File: src/include/ir_modes_pkg.sv
// constants and enumerations of the ask / tv infrared codec
// assumes one 125 MHz clock and a sync active high reset
package ir_modes_pkg;
    // clock rate and the fixed ask carrier
    localparam int CLK_FREQ_KHZ = 125000;
    localparam int ASK_CARRIER_KHZ = 500;
    localparam logic [7:0] ASK_CAR_PERIOD = 8'(CLK_FREQ_KHZ / ASK_CARRIER_KHZ);
    localparam logic [7:0] ASK_CAR_HIGH = 8'(CLK_FREQ_KHZ / (2 * ASK_CARRIER_KHZ));
    // prescaler default, used while the port is zero
    localparam logic [7:0] CLOCK_PRESCALER_DEFAULT = 8'h1A;
    // mode field and eot method bit of the mode definition register
    localparam logic [2:0] MODE_ASK = 3'h2;
    localparam logic [2:0] MODE_TV = 3'h3;
    localparam int MDR_EOT_METHOD = 7;
    // single control bits
    localparam int ACR_TX_EN = 7;
    localparam int ACR_RX_EN = 6;
    localparam int ACR_EOT = 0;
    localparam int LCR_UNLOCK = 7;
    localparam int FCR_CLEAR = 5;
    localparam int MCR_IRQ_EN = 3;
    localparam int INFRARED_CONFIG_RX_SEL = 1;
    // remote mode configuration fields
    localparam int REMOTE_MODE_CONFIG_RX_ACTIVE = 7;
    localparam int REMOTE_MODE_CONFIG_DEMOD_EN = 6;
    localparam int REMOTE_MODE_CONFIG_PLS_HI = 5;
    localparam int REMOTE_MODE_CONFIG_PLS_LO = 4;
    localparam int REMOTE_MODE_CONFIG_RLE = 3;
    localparam int REMOTE_MODE_CONFIG_OVERSAMPLE = 2;
    localparam int REMOTE_MODE_CONFIG_TX_RANGE = 1;
    localparam int REMOTE_MODE_CONFIG_RX_RANGE = 0;
    // interrupt identification and enable bits
    localparam int IIR_RX_THR = 0;
    localparam int IIR_TX_THR = 1;
    localparam int IIR_RX_OVR = 4;
    localparam int IIR_TX_UNR = 5;
    localparam int IER_RX_THR = 0;
    localparam int IER_TX_THR = 1;
    localparam int IER_RX_OVR = 3;
    localparam int IER_TX_UNR = 5;
    // sixteen samples per bit, eight data bits
    localparam logic [3:0] SAMPLE_MID = 4'h8;
    localparam logic [3:0] SAMPLE_LAST = 4'hF;
    localparam logic [2:0] LAST_DATA_BIT = 3'h7;
    localparam logic [3:0] SIX_PULSES = 4'h6;
    localparam logic [3:0] EIGHT_PULSES = 4'h8;
    // fifo word: data byte plus eot tag
    localparam int FIFO_WIDTH = 9;
    localparam int FIFO_DEPTH = 32;
    typedef enum logic [1:0] {
        continuous_pulse_mod = 2'b00,
        six_pulse_mod = 2'b01,
        eight_pulse_mod = 2'b10
    } pulse_mod_e;
    typedef enum logic [1:0] {
        CH_IDLE = 2'b00,
        CH_START = 2'b01,
        CH_DATA = 2'b10,
        CH_STOP = 2'b11
    } char_state_e;
endpackage

File: src/ir_clk_div.sv
// modulo counter: one tick every divisor enables
// assumes divisor is held steady; zero is treated as one
`timescale 1ns/10ps
`default_nettype none
module ir_clk_div #(
    parameter int WIDTH = 8
) (
    // clock and reset
    input wire logic core_clk,
    input wire logic reset,
    // count control
    input wire logic enable,
    input wire logic [WIDTH-1:0] divisor,
    // tick out
    output logic tick_q
);
    logic [WIDTH-1:0] cnt_q; // enables seen since the last tick
    wire wrap = (divisor == '0) || (cnt_q >= divisor - WIDTH'(1));

    // count enables, tick and restart on wrap
    always_ff @(posedge core_clk)
    begin
        if (reset)
        begin
            cnt_q <= '0;
            tick_q <= 1'b0;
        end
        else
        begin
            tick_q <= enable && wrap;
            if (enable)
                cnt_q <= wrap ? '0 : cnt_q + WIDTH'(1);
        end
    end
endmodule
`default_nettype wire

File: src/ir_tx_fifo.sv
// first word fall through fifo, registered output word and full flag
// assumes one clock; clear empties it in one cycle
`timescale 1ns/10ps
`default_nettype none
module ir_tx_fifo #(
    parameter int WIDTH = 9,
    parameter int DEPTH = 32
) (
    // clock and reset
    input wire logic core_clk,
    input wire logic reset,
    input wire logic clear,
    // fill side
    input wire logic [WIDTH-1:0] s_data,
    input wire logic s_valid,
    output logic s_ready_q,
    // drain side
    output logic [WIDTH-1:0] m_data_q,
    output logic m_valid_q,
    input wire logic m_ready,
    // array fill level, output word excluded
    output logic [$clog2(DEPTH):0] level_q
);
    localparam int AW = $clog2(DEPTH);
    logic [WIDTH-1:0] mem_q [DEPTH];
    logic [AW-1:0] wr_q; // write pointer
    logic [AW-1:0] rd_q; // read pointer
    wire push = s_valid && s_ready_q;
    wire out_free = !m_valid_q || m_ready;
    wire pop = out_free && (level_q != '0);
    wire [AW:0] lvl_d = level_q + (AW+1)'(push) - (AW+1)'(pop);
    wire valid_d = out_free ? pop : m_valid_q; // output word held next cycle

    // storage array, no reset needed
    always_ff @(posedge core_clk)
    begin
        if (push)
            mem_q[wr_q] <= s_data;
    end

    // pointers, level, full flag and output word
    always_ff @(posedge core_clk)
    begin
        if (reset || clear)
        begin
            wr_q <= '0;
            rd_q <= '0;
            level_q <= '0;
            s_ready_q <= 1'b1;
            m_valid_q <= 1'b0;
            m_data_q <= '0;
        end
        else
        begin
            wr_q <= wr_q + AW'(push);
            rd_q <= rd_q + AW'(pop);
            level_q <= lvl_d;
            // registered so full never races the source
            s_ready_q <= ((lvl_d + (AW+1)'(valid_d)) != (AW+1)'(DEPTH));
            if (pop)
                m_data_q <= mem_q[rd_q];
            if (out_free)
                m_valid_q <= pop;
        end
    end
endmodule
`default_nettype wire

File: src/ir_ask_tv_codec.sv
// ask / tv remote infrared codec with a transmit fifo
// assumes configuration bytes are held steady by the host while a mode runs
`timescale 1ns/10ps
`default_nettype none
module ir_ask_tv_codec
    import ir_modes_pkg::*;
(
    // clock and reset
    input wire logic core_clk,
    input wire logic reset,
    // configuration bytes from the host
    input wire logic [7:0] clock_prescaler,
    input wire logic [7:0] aux_divisor_low,
    input wire logic [7:0] aux_divisor_high,
    input wire logic [7:0] mode_definition_reg,
    input wire logic [7:0] remote_mode_config,
    input wire logic [7:0] tx_carrier_config,
    input wire logic [7:0] rx_demod_config,
    input wire logic [7:0] infrared_config,
    input wire logic [7:0] aux_control_reg,
    input wire logic [7:0] line_control_reg,
    input wire logic [7:0] modem_control_reg,
    input wire logic [7:0] interrupt_enable_reg,
    input wire logic [7:0] preamble_level_reg,
    // fifo control write strobe with its byte
    input wire logic [7:0] fifo_control_reg,
    input wire logic fifo_control_wr,
    // transmit byte stream into the fifo
    input wire logic [7:0] tx_data,
    input wire logic tx_valid,
    output logic tx_ready_q,
    // received bytes and their handshake
    output logic [7:0] rx_data_q,
    output logic rx_valid_q,
    input wire logic rx_read,
    // flag clears from the host
    input wire logic overrun_clear,
    input wire logic underrun_clear,
    // status and interrupt
    output logic [7:0] interrupt_ident_reg,
    output logic irq_q,
    output logic irq_oe_q,
    // transceiver pins
    output logic ir_tx_q,
    input wire logic ir_rx_active_low,
    input wire logic ir_rx_active_high
);
    ////////////////////////////////////////
    // mode decode
    wire [2:0] mode = mode_definition_reg[2:0];
    wire is_ask = (mode == MODE_ASK);
    wire is_tv = (mode == MODE_TV);
    // tv transmit needs the eot close method
    wire tx_go = aux_control_reg[ACR_TX_EN] && (is_ask || (is_tv && mode_definition_reg[MDR_EOT_METHOD]));
    wire rx_go = aux_control_reg[ACR_RX_EN] && (is_ask || is_tv);
    wire [1:0] pls_sel = remote_mode_config[REMOTE_MODE_CONFIG_PLS_HI:REMOTE_MODE_CONFIG_PLS_LO];
    wire demod_en = remote_mode_config[REMOTE_MODE_CONFIG_DEMOD_EN];
    wire rx_active = remote_mode_config[REMOTE_MODE_CONFIG_RX_ACTIVE];
    wire oversample = remote_mode_config[REMOTE_MODE_CONFIG_OVERSAMPLE];

    ////////////////////////////////////////
    // bit timing: prescaler tick, then sixteenth-of-bit tick
    logic pre_tick;
    logic samp_tick;
    wire [7:0] clock_prescaler_eff = (clock_prescaler == 8'h00) ? CLOCK_PRESCALER_DEFAULT : clock_prescaler;
    wire [15:0] aux_div = {aux_divisor_high, aux_divisor_low};

    // divide the core clock by the prescaler
    ir_clk_div #(.WIDTH(8)) u_clock_prescaler (
        .core_clk(core_clk),
        .reset(reset),
        .enable(1'b1),
        .divisor(clock_prescaler_eff),
        .tick_q(pre_tick)
    );

    // divide by the aux divisor; sixteen ticks per bit
    ir_clk_div #(.WIDTH(16)) u_aux (
        .core_clk(core_clk),
        .reset(reset),
        .enable(pre_tick),
        .divisor(aux_div),
        .tick_q(samp_tick)
    );

    ////////////////////////////////////////
    // transmit fifo, byte tagged with eot on write
    logic [8:0] fifo_word;
    logic fifo_valid;
    logic [5:0] fifo_level;
    logic tx_pop;
    // clear counts only while unlocked
    wire fifo_clear = fifo_control_wr && fifo_control_reg[FCR_CLEAR] && line_control_reg[LCR_UNLOCK];

    ir_tx_fifo #(.WIDTH(FIFO_WIDTH), .DEPTH(FIFO_DEPTH)) u_fifo (
        .core_clk(core_clk),
        .reset(reset),
        .clear(fifo_clear),
        .s_data({aux_control_reg[ACR_EOT], tx_data}),
        .s_valid(tx_valid),
        .s_ready_q(tx_ready_q),
        .m_data_q(fifo_word),
        .m_valid_q(fifo_valid),
        .m_ready(tx_pop),
        .level_q(fifo_level)
    );

    ////////////////////////////////////////
    // transmit character engine
    char_state_e tx_st_q;
    logic [3:0] tx_cnt_q; // sixteenths into the current bit
    logic [2:0] tx_idx_q; // data bit index
    logic [7:0] tx_sh_q; // lsb first shift register
    logic tx_eot_q; // current byte closes the frame
    logic in_frame_q; // a frame is open
    logic unr_q; // sticky underrun
    wire tx_bit_end = samp_tick && (tx_cnt_q == SAMPLE_LAST);
    wire tx_next = fifo_valid && tx_go;
    // after the stop bit: next byte, frame end or underrun
    wire tx_stop_end = (tx_st_q == CH_STOP) && tx_bit_end;
    wire tx_load = ((tx_st_q == CH_IDLE) && samp_tick && tx_next) || (tx_stop_end && !tx_eot_q && tx_next);
    wire tx_underrun = tx_stop_end && in_frame_q && !tx_eot_q && !tx_next;
    assign tx_pop = tx_load;

    // character sequencing over sixteenth ticks
    always_ff @(posedge core_clk)
    begin
        if (reset)
        begin
            tx_st_q <= CH_IDLE;
            tx_cnt_q <= 4'h0;
            tx_idx_q <= 3'h0;
            tx_sh_q <= 8'h00;
            tx_eot_q <= 1'b0;
        end
        else if (tx_load)
        begin
            // start bit begins on the next sixteenth
            tx_st_q <= CH_START;
            tx_cnt_q <= 4'h0;
            tx_sh_q <= fifo_word[7:0];
            tx_eot_q <= fifo_word[8];
        end
        else if (samp_tick && (tx_st_q != CH_IDLE))
        begin
            tx_cnt_q <= tx_cnt_q + 4'h1;
            if (tx_bit_end)
            begin
                case (tx_st_q)
                    CH_START:
                    begin
                        tx_st_q <= CH_DATA;
                        tx_idx_q <= 3'h0;
                    end
                    CH_DATA:
                    begin
                        tx_sh_q <= {1'b1, tx_sh_q[7:1]};
                        tx_idx_q <= tx_idx_q + 3'h1;
                        if (tx_idx_q == LAST_DATA_BIT)
                            tx_st_q <= CH_STOP;
                    end
                    default:
                        tx_st_q <= CH_IDLE;
                endcase
            end
        end
    end

    // frame tracking and sticky underrun; setting beats clearing
    always_ff @(posedge core_clk)
    begin
        if (reset)
        begin
            in_frame_q <= 1'b0;
            unr_q <= 1'b0;
        end
        else
        begin
            if (tx_load)
                in_frame_q <= 1'b1;
            else if (tx_stop_end)
                in_frame_q <= 1'b0;
            if (tx_underrun)
                unr_q <= 1'b1;
            else if (underrun_clear)
                unr_q <= 1'b0;
        end
    end

    ////////////////////////////////////////
    // carrier: fixed in ask, programmed in tv
    logic [7:0] car_cnt_q; // position in the carrier period
    logic [3:0] pulses_q; // carrier periods sent this bit
    wire tx_bit = (tx_st_q == CH_START) ? 1'b0 : (tx_st_q == CH_DATA) ? tx_sh_q[0] : 1'b1;
    wire zero_bit = (tx_st_q != CH_IDLE) && !tx_bit;
    wire car_step = is_ask ? 1'b1 : pre_tick;
    // tv period in prescaler ticks, range bit doubles
    wire [7:0] tv_period = {3'b000, tx_carrier_config[7:3]} << tx_carrier_config[REMOTE_MODE_CONFIG_TX_RANGE];
    wire [7:0] tv_high = {5'b00000, tx_carrier_config[2:0]} + 8'h01;
    wire [7:0] car_period = is_ask ? ASK_CAR_PERIOD : tv_period;
    wire [7:0] car_high = is_ask ? ASK_CAR_HIGH : tv_high;
    wire car_wrap = car_step && (car_cnt_q + 8'h01 >= car_period);
    wire car_restart = !zero_bit || tx_bit_end || tx_load;
    // in tv, six or eight pulse trains stop early in a zero bit; ask ignores the setting
    wire pulse_ok = is_ask || (pls_sel == continuous_pulse_mod) || ((pls_sel == six_pulse_mod) && (pulses_q < SIX_PULSES)) || ((pls_sel == eight_pulse_mod) && (pulses_q < EIGHT_PULSES));

    // carrier phase and pulse counting
    always_ff @(posedge core_clk)
    begin
        if (reset || car_restart)
        begin
            car_cnt_q <= 8'h00;
            pulses_q <= 4'h0;
        end
        else if (car_wrap)
        begin
            car_cnt_q <= 8'h00;
            if (pulses_q != EIGHT_PULSES)
                pulses_q <= pulses_q + 4'h1;
        end
        else if (car_step)
            car_cnt_q <= car_cnt_q + 8'h01;
    end

    // emitter: carrier only during zero bits, dark for ones
    always_ff @(posedge core_clk)
    begin
        if (reset)
            ir_tx_q <= 1'b0;
        else
            ir_tx_q <= zero_bit && pulse_ok && (car_cnt_q < car_high);
    end

    ////////////////////////////////////////
    // receive input select and carrier detection
    wire rx_light = infrared_config[INFRARED_CONFIG_RX_SEL] ? !ir_rx_active_low : ir_rx_active_high;
    logic rx_light_q;
    logic rx_prev_q;
    logic [9:0] gap_q; // cycles since last rise, saturating
    logic car_ok_q; // in-range carrier seen
    wire rx_rise = rx_light_q && !rx_prev_q;
    // accepted period window, range bit doubles
    wire [9:0] per_lo = {3'b000, rx_demod_config[3:0], 3'b000} << remote_mode_config[REMOTE_MODE_CONFIG_RX_RANGE];
    wire [9:0] per_hi = {2'b00, rx_demod_config[7:4], 4'b0000} << remote_mode_config[REMOTE_MODE_CONFIG_RX_RANGE];
    wire in_range = (gap_q >= per_lo) && (gap_q <= per_hi);
    wire light_recent = (gap_q <= per_hi);
    // rx active takes any light, else only in-range carrier
    wire demod_zero = rx_active ? light_recent : car_ok_q;
    wire baseband = demod_en ? !demod_zero : !rx_light_q;

    // edge timing of the selected input
    always_ff @(posedge core_clk)
    begin
        if (reset)
        begin
            rx_light_q <= 1'b0;
            rx_prev_q <= 1'b0;
            gap_q <= 10'h3FF;
            car_ok_q <= 1'b0;
        end
        else
        begin
            rx_light_q <= rx_light;
            rx_prev_q <= rx_light_q;
            gap_q <= rx_rise ? 10'h000 : (gap_q == 10'h3FF) ? gap_q : gap_q + 10'h001;
            if (rx_rise)
                car_ok_q <= in_range;
            else if (!light_recent)
                car_ok_q <= 1'b0;
        end
    end

    ////////////////////////////////////////
    // receive engine, idle while transmitting
    char_state_e rx_st_q;
    logic [3:0] rx_cnt_q;
    logic [2:0] rx_idx_q;
    logic [7:0] rx_sh_q;
    logic [2:0] maj_q; // last three baseband samples
    logic ovr_q; // sticky overrun
    wire rx_run = rx_go && (tx_st_q == CH_IDLE);
    wire maj = (maj_q[0] & maj_q[1]) | (maj_q[1] & maj_q[2]) | (maj_q[0] & maj_q[2]);
    wire rx_bit = oversample ? maj : baseband;
    wire rx_samp = samp_tick && (rx_cnt_q == SAMPLE_MID);
    wire rx_done = (rx_st_q == CH_STOP) && rx_samp && rx_bit;

    // start detect, mid-bit sampling, stop check
    always_ff @(posedge core_clk)
    begin
        if (reset || !rx_run)
        begin
            rx_st_q <= CH_IDLE;
            rx_cnt_q <= 4'h0;
            rx_idx_q <= 3'h0;
            rx_sh_q <= 8'h00;
            maj_q <= 3'b111;
        end
        else if (samp_tick)
        begin
            maj_q <= {maj_q[1:0], baseband};
            rx_cnt_q <= rx_cnt_q + 4'h1;
            case (rx_st_q)
                CH_IDLE:
                begin
                    // count the start bit from its falling edge
                    rx_cnt_q <= 4'h1;
                    if (!baseband)
                        rx_st_q <= CH_START;
                end
                CH_START:
                    if (rx_samp && rx_bit)
                        rx_st_q <= CH_IDLE; // glitch, not a start bit
                    else if (rx_cnt_q == SAMPLE_LAST)
                    begin
                        rx_st_q <= CH_DATA;
                        rx_idx_q <= 3'h0;
                    end
                CH_DATA:
                begin
                    if (rx_samp)
                        rx_sh_q <= {rx_bit, rx_sh_q[7:1]};
                    if (rx_cnt_q == SAMPLE_LAST)
                    begin
                        rx_idx_q <= rx_idx_q + 3'h1;
                        if (rx_idx_q == LAST_DATA_BIT)
                            rx_st_q <= CH_STOP;
                    end
                end
                default:
                    // a bad stop bit drops the byte silently
                    if (rx_samp)
                        rx_st_q <= CH_IDLE;
            endcase
        end
    end

    // holding register and overrun; new byte beats read
    always_ff @(posedge core_clk)
    begin
        if (reset)
        begin
            rx_data_q <= 8'h00;
            rx_valid_q <= 1'b0;
            ovr_q <= 1'b0;
        end
        else
        begin
            if (rx_done)
            begin
                rx_data_q <= rx_sh_q;
                rx_valid_q <= 1'b1;
            end
            else if (rx_read)
                rx_valid_q <= 1'b0;
            if (rx_done && rx_valid_q && !rx_read)
                ovr_q <= 1'b1;
            else if (overrun_clear)
                ovr_q <= 1'b0;
        end
    end

    ////////////////////////////////////////
    // interrupt identification, gating and irq channel
    wire tx_below = ({2'b00, fifo_level} < {2'b00, preamble_level_reg[5:0]});
    wire [7:0] ident_d = (8'(rx_valid_q) << IIR_RX_THR) | (8'(tx_below) << IIR_TX_THR) | (8'(ovr_q) << IIR_RX_OVR) | (8'(unr_q) << IIR_TX_UNR);
    wire irq_d = (ident_d[IIR_RX_THR] && interrupt_enable_reg[IER_RX_THR]) || (ident_d[IIR_TX_THR] && interrupt_enable_reg[IER_TX_THR]) || (ident_d[IIR_RX_OVR] && interrupt_enable_reg[IER_RX_OVR]) || (ident_d[IIR_TX_UNR] && interrupt_enable_reg[IER_TX_UNR]);

    // registered status and pin drive
    always_ff @(posedge core_clk)
    begin
        if (reset)
        begin
            interrupt_ident_reg <= 8'h00;
            irq_q <= 1'b0;
            irq_oe_q <= 1'b0;
        end
        else
        begin
            interrupt_ident_reg <= ident_d;
            irq_q <= irq_d && modem_control_reg[MCR_IRQ_EN];
            irq_oe_q <= modem_control_reg[MCR_IRQ_EN];
        end
    end
endmodule
`default_nettype wire

File: config.mk
export PLATFORM = sky130hd
export DESIGN_NAME = ir_ask_tv_codec
export DESIGN_NICKNAME = d
export VERILOG_FILES = /design/src/include/ir_modes_pkg.sv /design/src/ir_clk_div.sv /design/src/ir_tx_fifo.sv /design/src/ir_ask_tv_codec.sv
export SDC_FILE = /design/constraint.sdc
export NUM_CORES = 1
export LEC_CHECK = 0
export BUFFER_PORTS_ARGS = -buffer_cell sky130_fd_sc_hd__buf_4
export CORE_MARGIN = 3
export CORE_UTILIZATION = 33
export DETAILED_ROUTE_END_ITERATION = 10
export MAX_ROUTING_LAYER = met4
export PLACE_DENSITY = 0.49
export SLEW_MARGIN = 0
export SYNTH_ARGS = -nofsm -noshare
export SYNTH_HDL_FRONTEND = slang
export SYNTH_SLANG_ARGS = --single-unit
File: constraint.sdc
create_clock -name core_clk -period 6.45 [get_ports core_clk]
set_clock_uncertainty 0.05 [all_clocks]
set_input_delay 0.3225 -clock core_clk [delete_from_list [all_inputs] [get_ports core_clk]]
set_output_delay 0.3225 -clock core_clk [all_outputs]
set_load 0.02 [all_outputs]
==> impl_results.md, run 1 <==
- Status: complete, no violations
- Final Setup Violations: 0
- Clock sinks: between 400 and 500
- Reg2Reg Setup Slack: 2.53 ns
- Initial antenna violation count: 0
- Hold Crit Depth: 4
- CP most frequent cell: ha_1
- Total gr overflow: 0
- Worst-path cell chain: ha_1 > and4_1 > and3b_1 > o21bai_4 > a21oi_4 > ha_1 > inv_1 > ha_1 > fa_1 > a21oi_1 > o21bai_1 > xnor2_1 > xnor2_1 > o22ai_1 > nand3_1
- Setup TNS: 0 ns
- Worst path depth: 15
- Leak Pwr: around 7.5 nW
- Die height: 246 µm
- Starting density of the core: 0.336
- Routed Antenna Nets: 0
- Largest register FFs: between 200 and 300
- Final Cell Area: 21,900 µm²
- DR WL/cell: about 19 µm
- Post CTS Setup Buffer Count: 0
- Top Family by Delay on Critical Path: adder cells
- Most common cell after layout, fill and taps aside: edfxtp_1
- Max_cap viols: 0
- Endpoints failing hold: 0
- Number of global-route vias before repair: about 12,000
- Final #Nets: about 1,700
- # DRC: 0
- Total power: 7.02 mW
- RSZ-0062 raised after global routing: no
- Hold WC Path Type: primary input to flop
- Most frequent cells in the layout: edfxtp_1 (288), nor2_1 (135), dfxtp_1 (133), buf_4 (105), nand2_1 (88)
- Clk buf depth: 3
- Slew HR: 0.303
- Largest registers: u_fifo.mem_q x288, u_aux.cnt_q x16, gap_q x10
- GP Congestion: approximately 0.75
- Final HPWL from detailed placement: approximately 28 mm
- Seq/Total Area, Yosys: 0.596
- Die width: between 200 and 250 µm
- Kind of start point of the critical path: flop
- Critical path's largest stage delay: approximately 0.48 ns
- Number of buffers and inverters on the critical path: 1
- Drt pass-1 iters: 4
- Yosys warns: 0
- Post-synth top flop: edfxtp_1
- Worst-skew pair later-pin latency: around 0.57 ns
- CP max stage cell: o21bai_4
- Synthesized area per cell: about 14 µm²
- Via-per-instance ratio: approximately 5.0
- PortBufs: 100
- CP Max Fanout: 21
- Crit path DAT: 4.31 ns
- Most flops, register: u_fifo.mem_q
- Fin crit share: 0.608
- Rows: 87
- Final critical-path required period: a little under 4 ns
- Worst Max-Slew Pin Slew: around 1.0 ns
- CTS root buf: clkbuf_16
- Yosys reg bits: 423
- Cell Area, Placed: slightly above 20,000 µm²
- Reg clk slew, reported paths: around 0.06 ns
- Final Max Tran Viols: 0
- Mapped cell area: 19,000 µm²
- Synth unique cells: 82
- Max IR drop VDD: about 0.00022 V
- CP Class: flop to flop
- Hold_ws: 0.110 ns
- Core Footprint: 56,700 µm²
- Total GRT Usage: 0.145
- CP required: between 6 and 7 ns
- Num CTS Buffers: 46
- Die ar.: around 61,000 µm²
- Post_cts resized: 0
- Diodes inserted: 0
- First-pass GRT wire length: between 60 and 70 mm
- Drt total wl: around 43 mm
- FMAX: roughly 0.26 GHz
- CTS tree: yes
- H-Tree Depth: 2
- Layout cell share with drive strength beyond 1: 0.173
- Vias: roughly 11,000
- Post-synth EDFFs: around 290
- Largest net degree at the start of global routing: between 50 and 60
- Async set-reset flop share out of synthesis: 0
- Starting DRT DRC Count: roughly 550
- Power per cell area: 320 nW/µm²
- Worst R2R Path Depth: 15
- Area growth from synthesis to final layout: 15.1%
- I/O pin cnt: 150
- Gate Count Post-Synth: roughly 1,400
- Worst Setup End Kind: flop
==> synthesized netlist by cell type (8+ instances only) <==
library cell,count,area [µm²]
buf_2,15,75.1
and2_1,12,75.1
buf_4,12,90.1
a21oi_1,51,255
nand3b_1,10,75.1
o21a_1,8,60.1
o21ai_0,31,155
clkbuf_1,26,97.6
nand2b_1,15,93.8
nor3_1,32,160
nor2b_1,17,106
xor2_1,35,307
xnor2_1,35,307
a31oi_1,8,50.1
mux4_2,72,1620
mux2i_1,35,350
nand3_1,31,155
and3_1,12,75.1
inv_1,35,131
nor2_1,136,510
a22oi_1,39,293
nand2_1,88,330
edfxtp_1,288,8650
a211oi_1,28,210
dfxtp_1,135,2700
nand4_1,14,87.6
ha_1,87,1090
==> worst register-to-register path, cell delays in order (launching register included) <==
cell and delay (ns):
dfxtp_1 0.33, ha_1 0.23, and4_1 0.26, and3b_1 0.25, o21bai_4 0.48, a21oi_4 0.26, ha_1 0.34, inv_1 0.04
ha_1 0.22, fa_1 0.40, a21oi_1 0.17, o21bai_1 0.09, xnor2_1 0.28, xnor2_1 0.11, o22ai_1 0.17, nand3_1 0.11
==> area by class of cell <==
type                    count  area [µm²]
fillers                  5391       34800
flip-flops and latches    423       11400
multi-input cells         890        7210
clock buffers              62        1230
well taps                 756         946
repair buffers            113         868
clock inverters            20         173
inverters                  36         140
==> power by group <==
group          total [mW]  switching (mW)  leakage [nW]  internal (mW)
sequential           3.14           0.158          3.69           2.98
combinational        1.39           0.698          3.14          0.690
clock                2.49            1.06         0.670           1.42
total                7.02            1.92          7.50           5.10
==> per-stage QoR <==
step | setup WS, ns | util | cells
2_1_floorplan | 3.12 | - | 1412
3_3_place_gp | 2.50 | 0.360 | 2210
3_5_place_dp | 2.49 | 0.360 | 2210
4_1_cts | 2.47 | 0.387 | 2300
5_1_grt | 2.09 | 0.387 | 2300
6_report | 2.53 | 0.387 | 2300
==> worst paths after layout <==
kind	start	to
hold / removal	interrupt_enable_reg[3]	irq_q
setup / recovery	tx_cnt_q[0]	u_fifo.s_ready_q
hold reg to reg	ovr_q	interrupt_ident_reg[4]
setup reg to reg	tx_cnt_q[0]	u_fifo.s_ready_q
==> routing by layer <==
layer,track usage,routed length (µm),up-vias,share of wire
met5,-,0,-,0
met4,0.0366,792,0,0.019
met3,0.0233,1850,69,0.043
met2,0.242,20800,194,0.49
met1,0.186,19200,5631,0.45
li1,-,-,5534,-
==> cells by family (layout without fill, tap and decap cells) <==
group / count (synthesis) / in the layout / synth area share
AO/OA/AOI/OAI: 207 / 207 / 0.0738
XOR/XNOR: 70 / 70 / 0.0322
adder cells (fa/ha/maj): 89 / 89 / 0.0587
buffers and inverters: 99 / 231 / 0.0266
flip-flops: 423 / 423 / 0.596
multiplexers: 108 / 108 / 0.104
other: 1 / 4 / 0.000197
AND/OR/NAND/NOR: 412 / 412 / 0.108
==> repair_timing <==
item,CTS,global route
hold buffers,8,0
setup endpoints to repair,0,0
endpoints found under the hold margin,6,0
No activity file was read; power rests on OpenSTA's default activity.
==> run 2, diff against run 1 <==
--- a/config.mk
+++ b/config.mk
@@ -10,7 +10,7 @@
 export CORE_UTILIZATION = 33
 export DETAILED_ROUTE_END_ITERATION = 10
 export MAX_ROUTING_LAYER = met4
-export PLACE_DENSITY = 0.49
+export PLACE_DENSITY = 0.51
 export SLEW_MARGIN = 0
 export SYNTH_ARGS = -nofsm -noshare
 export SYNTH_HDL_FRONTEND = slang
==> constraint.sdc (replaced) <==
create_clock -name core_clk -period 3.6 [get_ports core_clk]
set_clock_uncertainty 0.05 [all_clocks]
set_input_delay 0.18 -clock core_clk [delete_from_list [all_inputs] [get_ports core_clk]]
set_output_delay 0.18 -clock core_clk [all_outputs]
set_load 0.02 [all_outputs]
==> impl_results.md, run 2 (synthesis gave the netlist of run 1 again) <==
- RSZ-0062 raised after global routing: no
- Largest register FFs: 288 (unchanged)
- Most frequent cells in the layout: edfxtp_1 (288), buf_4 (146), nor2_1 (135), dfxtp_1 (133), nand2_1 (88)
- Drt pass-1 iters: 5 (+1)
- Final Util: 0.398 (+0.0109)
- Total gr overflow: 0 (unchanged)
- Top Family by Delay on Critical Path: adder cells
- Final Cell Area: 22,500 µm² (+2.8%)
- FMAX: 0.305 GHz (+19%)
- Via-per-instance ratio: 4.96 (-0.23%)
- Cell Area, Placed: 20,800 µm² (+1.8%)
- Final HPWL from detailed placement: 27.9 mm (+1.1%)
- Critical path's largest stage delay: 0.41 ns (-0.07 ns)
- Drt total wl: 43.3 mm (+1.5%)
- Initial antenna violation count: 0 (unchanged)
- Core Footprint: 56,700 µm² (unchanged)
- Fill count: 5,341 (-0.93%)
- I/O pin cnt: 150 (unchanged)
- Number of buffers and inverters on the critical path: 1 (unchanged)
- Diodes inserted: 0 (unchanged)
- Die width: 246 µm (unchanged)
- Routed Antenna Nets: 0 (unchanged)
- Max IR drop VDD: 0.000370 V (+68%)
- Number of global-route vias before repair: 12,000 (+2.8%)
- Largest registers: u_fifo.mem_q x288, u_aux.cnt_q x16, gap_q x10
- Final critical-path required period: 3.28 ns (-0.636 ns)
- Pre-CTS setup slack: 0.167 ns (-2.32 ns)
- CP Max Fanout: 4 (-81%)
- Starting DRT DRC Count: 566 (+3.1%)
- First-pass GRT wire length: 67.8 mm (+2.1%)
- Fin crit share: 0.912 (+0.304)
- Num CTS Buffers: 46 (unchanged)
- Starting density of the core: 0.336 (unchanged)
- Total GRT Usage: 0.148 (+0.00235)
- Most flops, register: u_fifo.mem_q
- Clk buf depth: 3 (unchanged)
- Crit path DAT: 3.68 ns (-0.63 ns)
- Setup TNS: 0 ns (unchanged)
- Max_cap viols: 0 (unchanged)
- Layout cell share with drive strength beyond 1: 0.200 (+0.0272)
- Worst Max-Slew Pin Slew: 1.14 ns (+0.101 ns)
- Final Max Tran Viols: 0 (unchanged)
- PortBufs: 100 (unchanged)
- Worst Setup End Kind: flop
- Endpoints failing hold: 0 (unchanged)
- Final worst slack: 0.318 ns (-2.21 ns)
- Status: complete, no violations
- # DRC: 0 (unchanged)
- Die ar.: 60,600 µm² (unchanged)
- CP max stage cell: fa_1
- Slew HR: 0.235 (-0.0676)
- Rows: 87 (unchanged)
- Worst-skew pair later-pin latency: 0.58 ns (about the same)
- Largest net degree at the start of global routing: 75 (+42%)
- CP Class: flop to flop
- CTS root buf: clkbuf_16
- Die height: 246 µm (unchanged)
- H-Tree Depth: 2 (unchanged)
- CP required: 4.00 ns (-2.84 ns)
- Total power: 13.0 mW (+86%)
- CTS tree: yes
- Reg clk slew, reported paths: 0.06 ns (about the same)
- CP most frequent cell: ha_1
- Worst-path cell chain: ha_1 > and4_1 > and3b_1 > o21bai_4 > a21oi_4 > ha_1 > inv_1 > ha_1 > fa_1 > xor2_1 > nand3_1 > a41o_1 > o22ai_1 > nand3_1
- Power per cell area: 577 nW/µm² (+80%)
- Clock sinks: 423 (unchanged)
- Kind of start point of the critical path: flop
- GP Congestion: 0.771 (+3.3%)
- Hold WC Path Type: primary input to flop
- Most common cell after layout, fill and taps aside: edfxtp_1
- Final Setup Violations: 0 (unchanged)
- Leak Pwr: 7.89 nW (+5.1%)
- Post CTS Setup Buffer Count: 0 (unchanged)
- Vias: 11,700 (+2.4%)
- Area growth from synthesis to final layout: 18.4%
- Final #Nets: 1,784 (+3.3%)
- DR WL/cell: 18.4 µm (-1.1%)
run 2: cell count changes in the layout (fill, tap and decap cells not counted), moves of 3 or more:
cell	previous run	this run
buf_4	105	146
dlygate4sd3_1	8	21
clkinv_1	9	4
clkinv_2	3	8
buf_12	0	3
bufinv_16	2	5
clkbuf_1	15	12
clkinvlp_4	3	0
run 2: repair_timing:
| action | in CTS | in global routing |
|---|---|---|
| hold endpoints to repair | 275 | 0 |
| gates resized for setup | 0 | 2 |
| setup endpoints to repair | 0 | 1 |
| hold buffers | 21 | 0 |
run 2: metal layers:
layer	global-route usage	up-vias	routed length (µm)
met5	-	-	0
met4	0.0372	0	780
met3	0.0287	56	2300
met2	0.239	212	20600
met1	0.192	5783	19600
li1	-	5648	-
run 2: path summary, 6_finish.rpt:
path / cells after the start / endpoint / slack, ns / startpoint
hold / removal: 2 / rx_prev_q / 0.05 / reset
setup reg to reg: 14 / u_fifo.s_ready_q / 0.32 / tx_cnt_q[0]
setup / recovery: 14 / u_fifo.s_ready_q / 0.32 / tx_cnt_q[0]
hold reg to reg: 2 / tx_eot_q / 0.40 / u_fifo.m_data_q[8]
run 2: where the power goes:
group	total, mW	internal [mW]	switching, mW
clock network	4.77	2.83	1.94
logic	2.73	1.33	1.40
registers	5.52	5.34	0.174
total	13.0	9.50	3.51
run 2: through the flow:
| stage | cells | hold slack [ns] |
|---|---|---|
| floorplan | 1412 | 0.225 |
| global placement | 2254 | 0.324 |
| detailed placement | 2254 | 0.321 |
| CTS | 2360 | 0.00679 |
| global route | 2360 | 0.0702 |
| finish | 2360 | 0.0470 |
run 2: cell type report:
type	instances	area, µm²	share of cell area
well taps	756	946	0.0420
inverters	36	140	0.00622
repair buffers	170	1370	0.0606
clock inverters	22	262	0.0116
clock buffers	63	1260	0.0561
flip-flops and latches	423	11400	0.504
multi-input cells	890	7210	0.320
run 2: worst register-to-register path, delay by kind of cell (launching register included):
family	cells	cell delay [ns]
buf+inv	1	0.04
fa+ha+maj	4	1.15
flops	1	0.33
simple gates	4	0.69
xor+xnor	1	0.29
compound gates	4	0.62
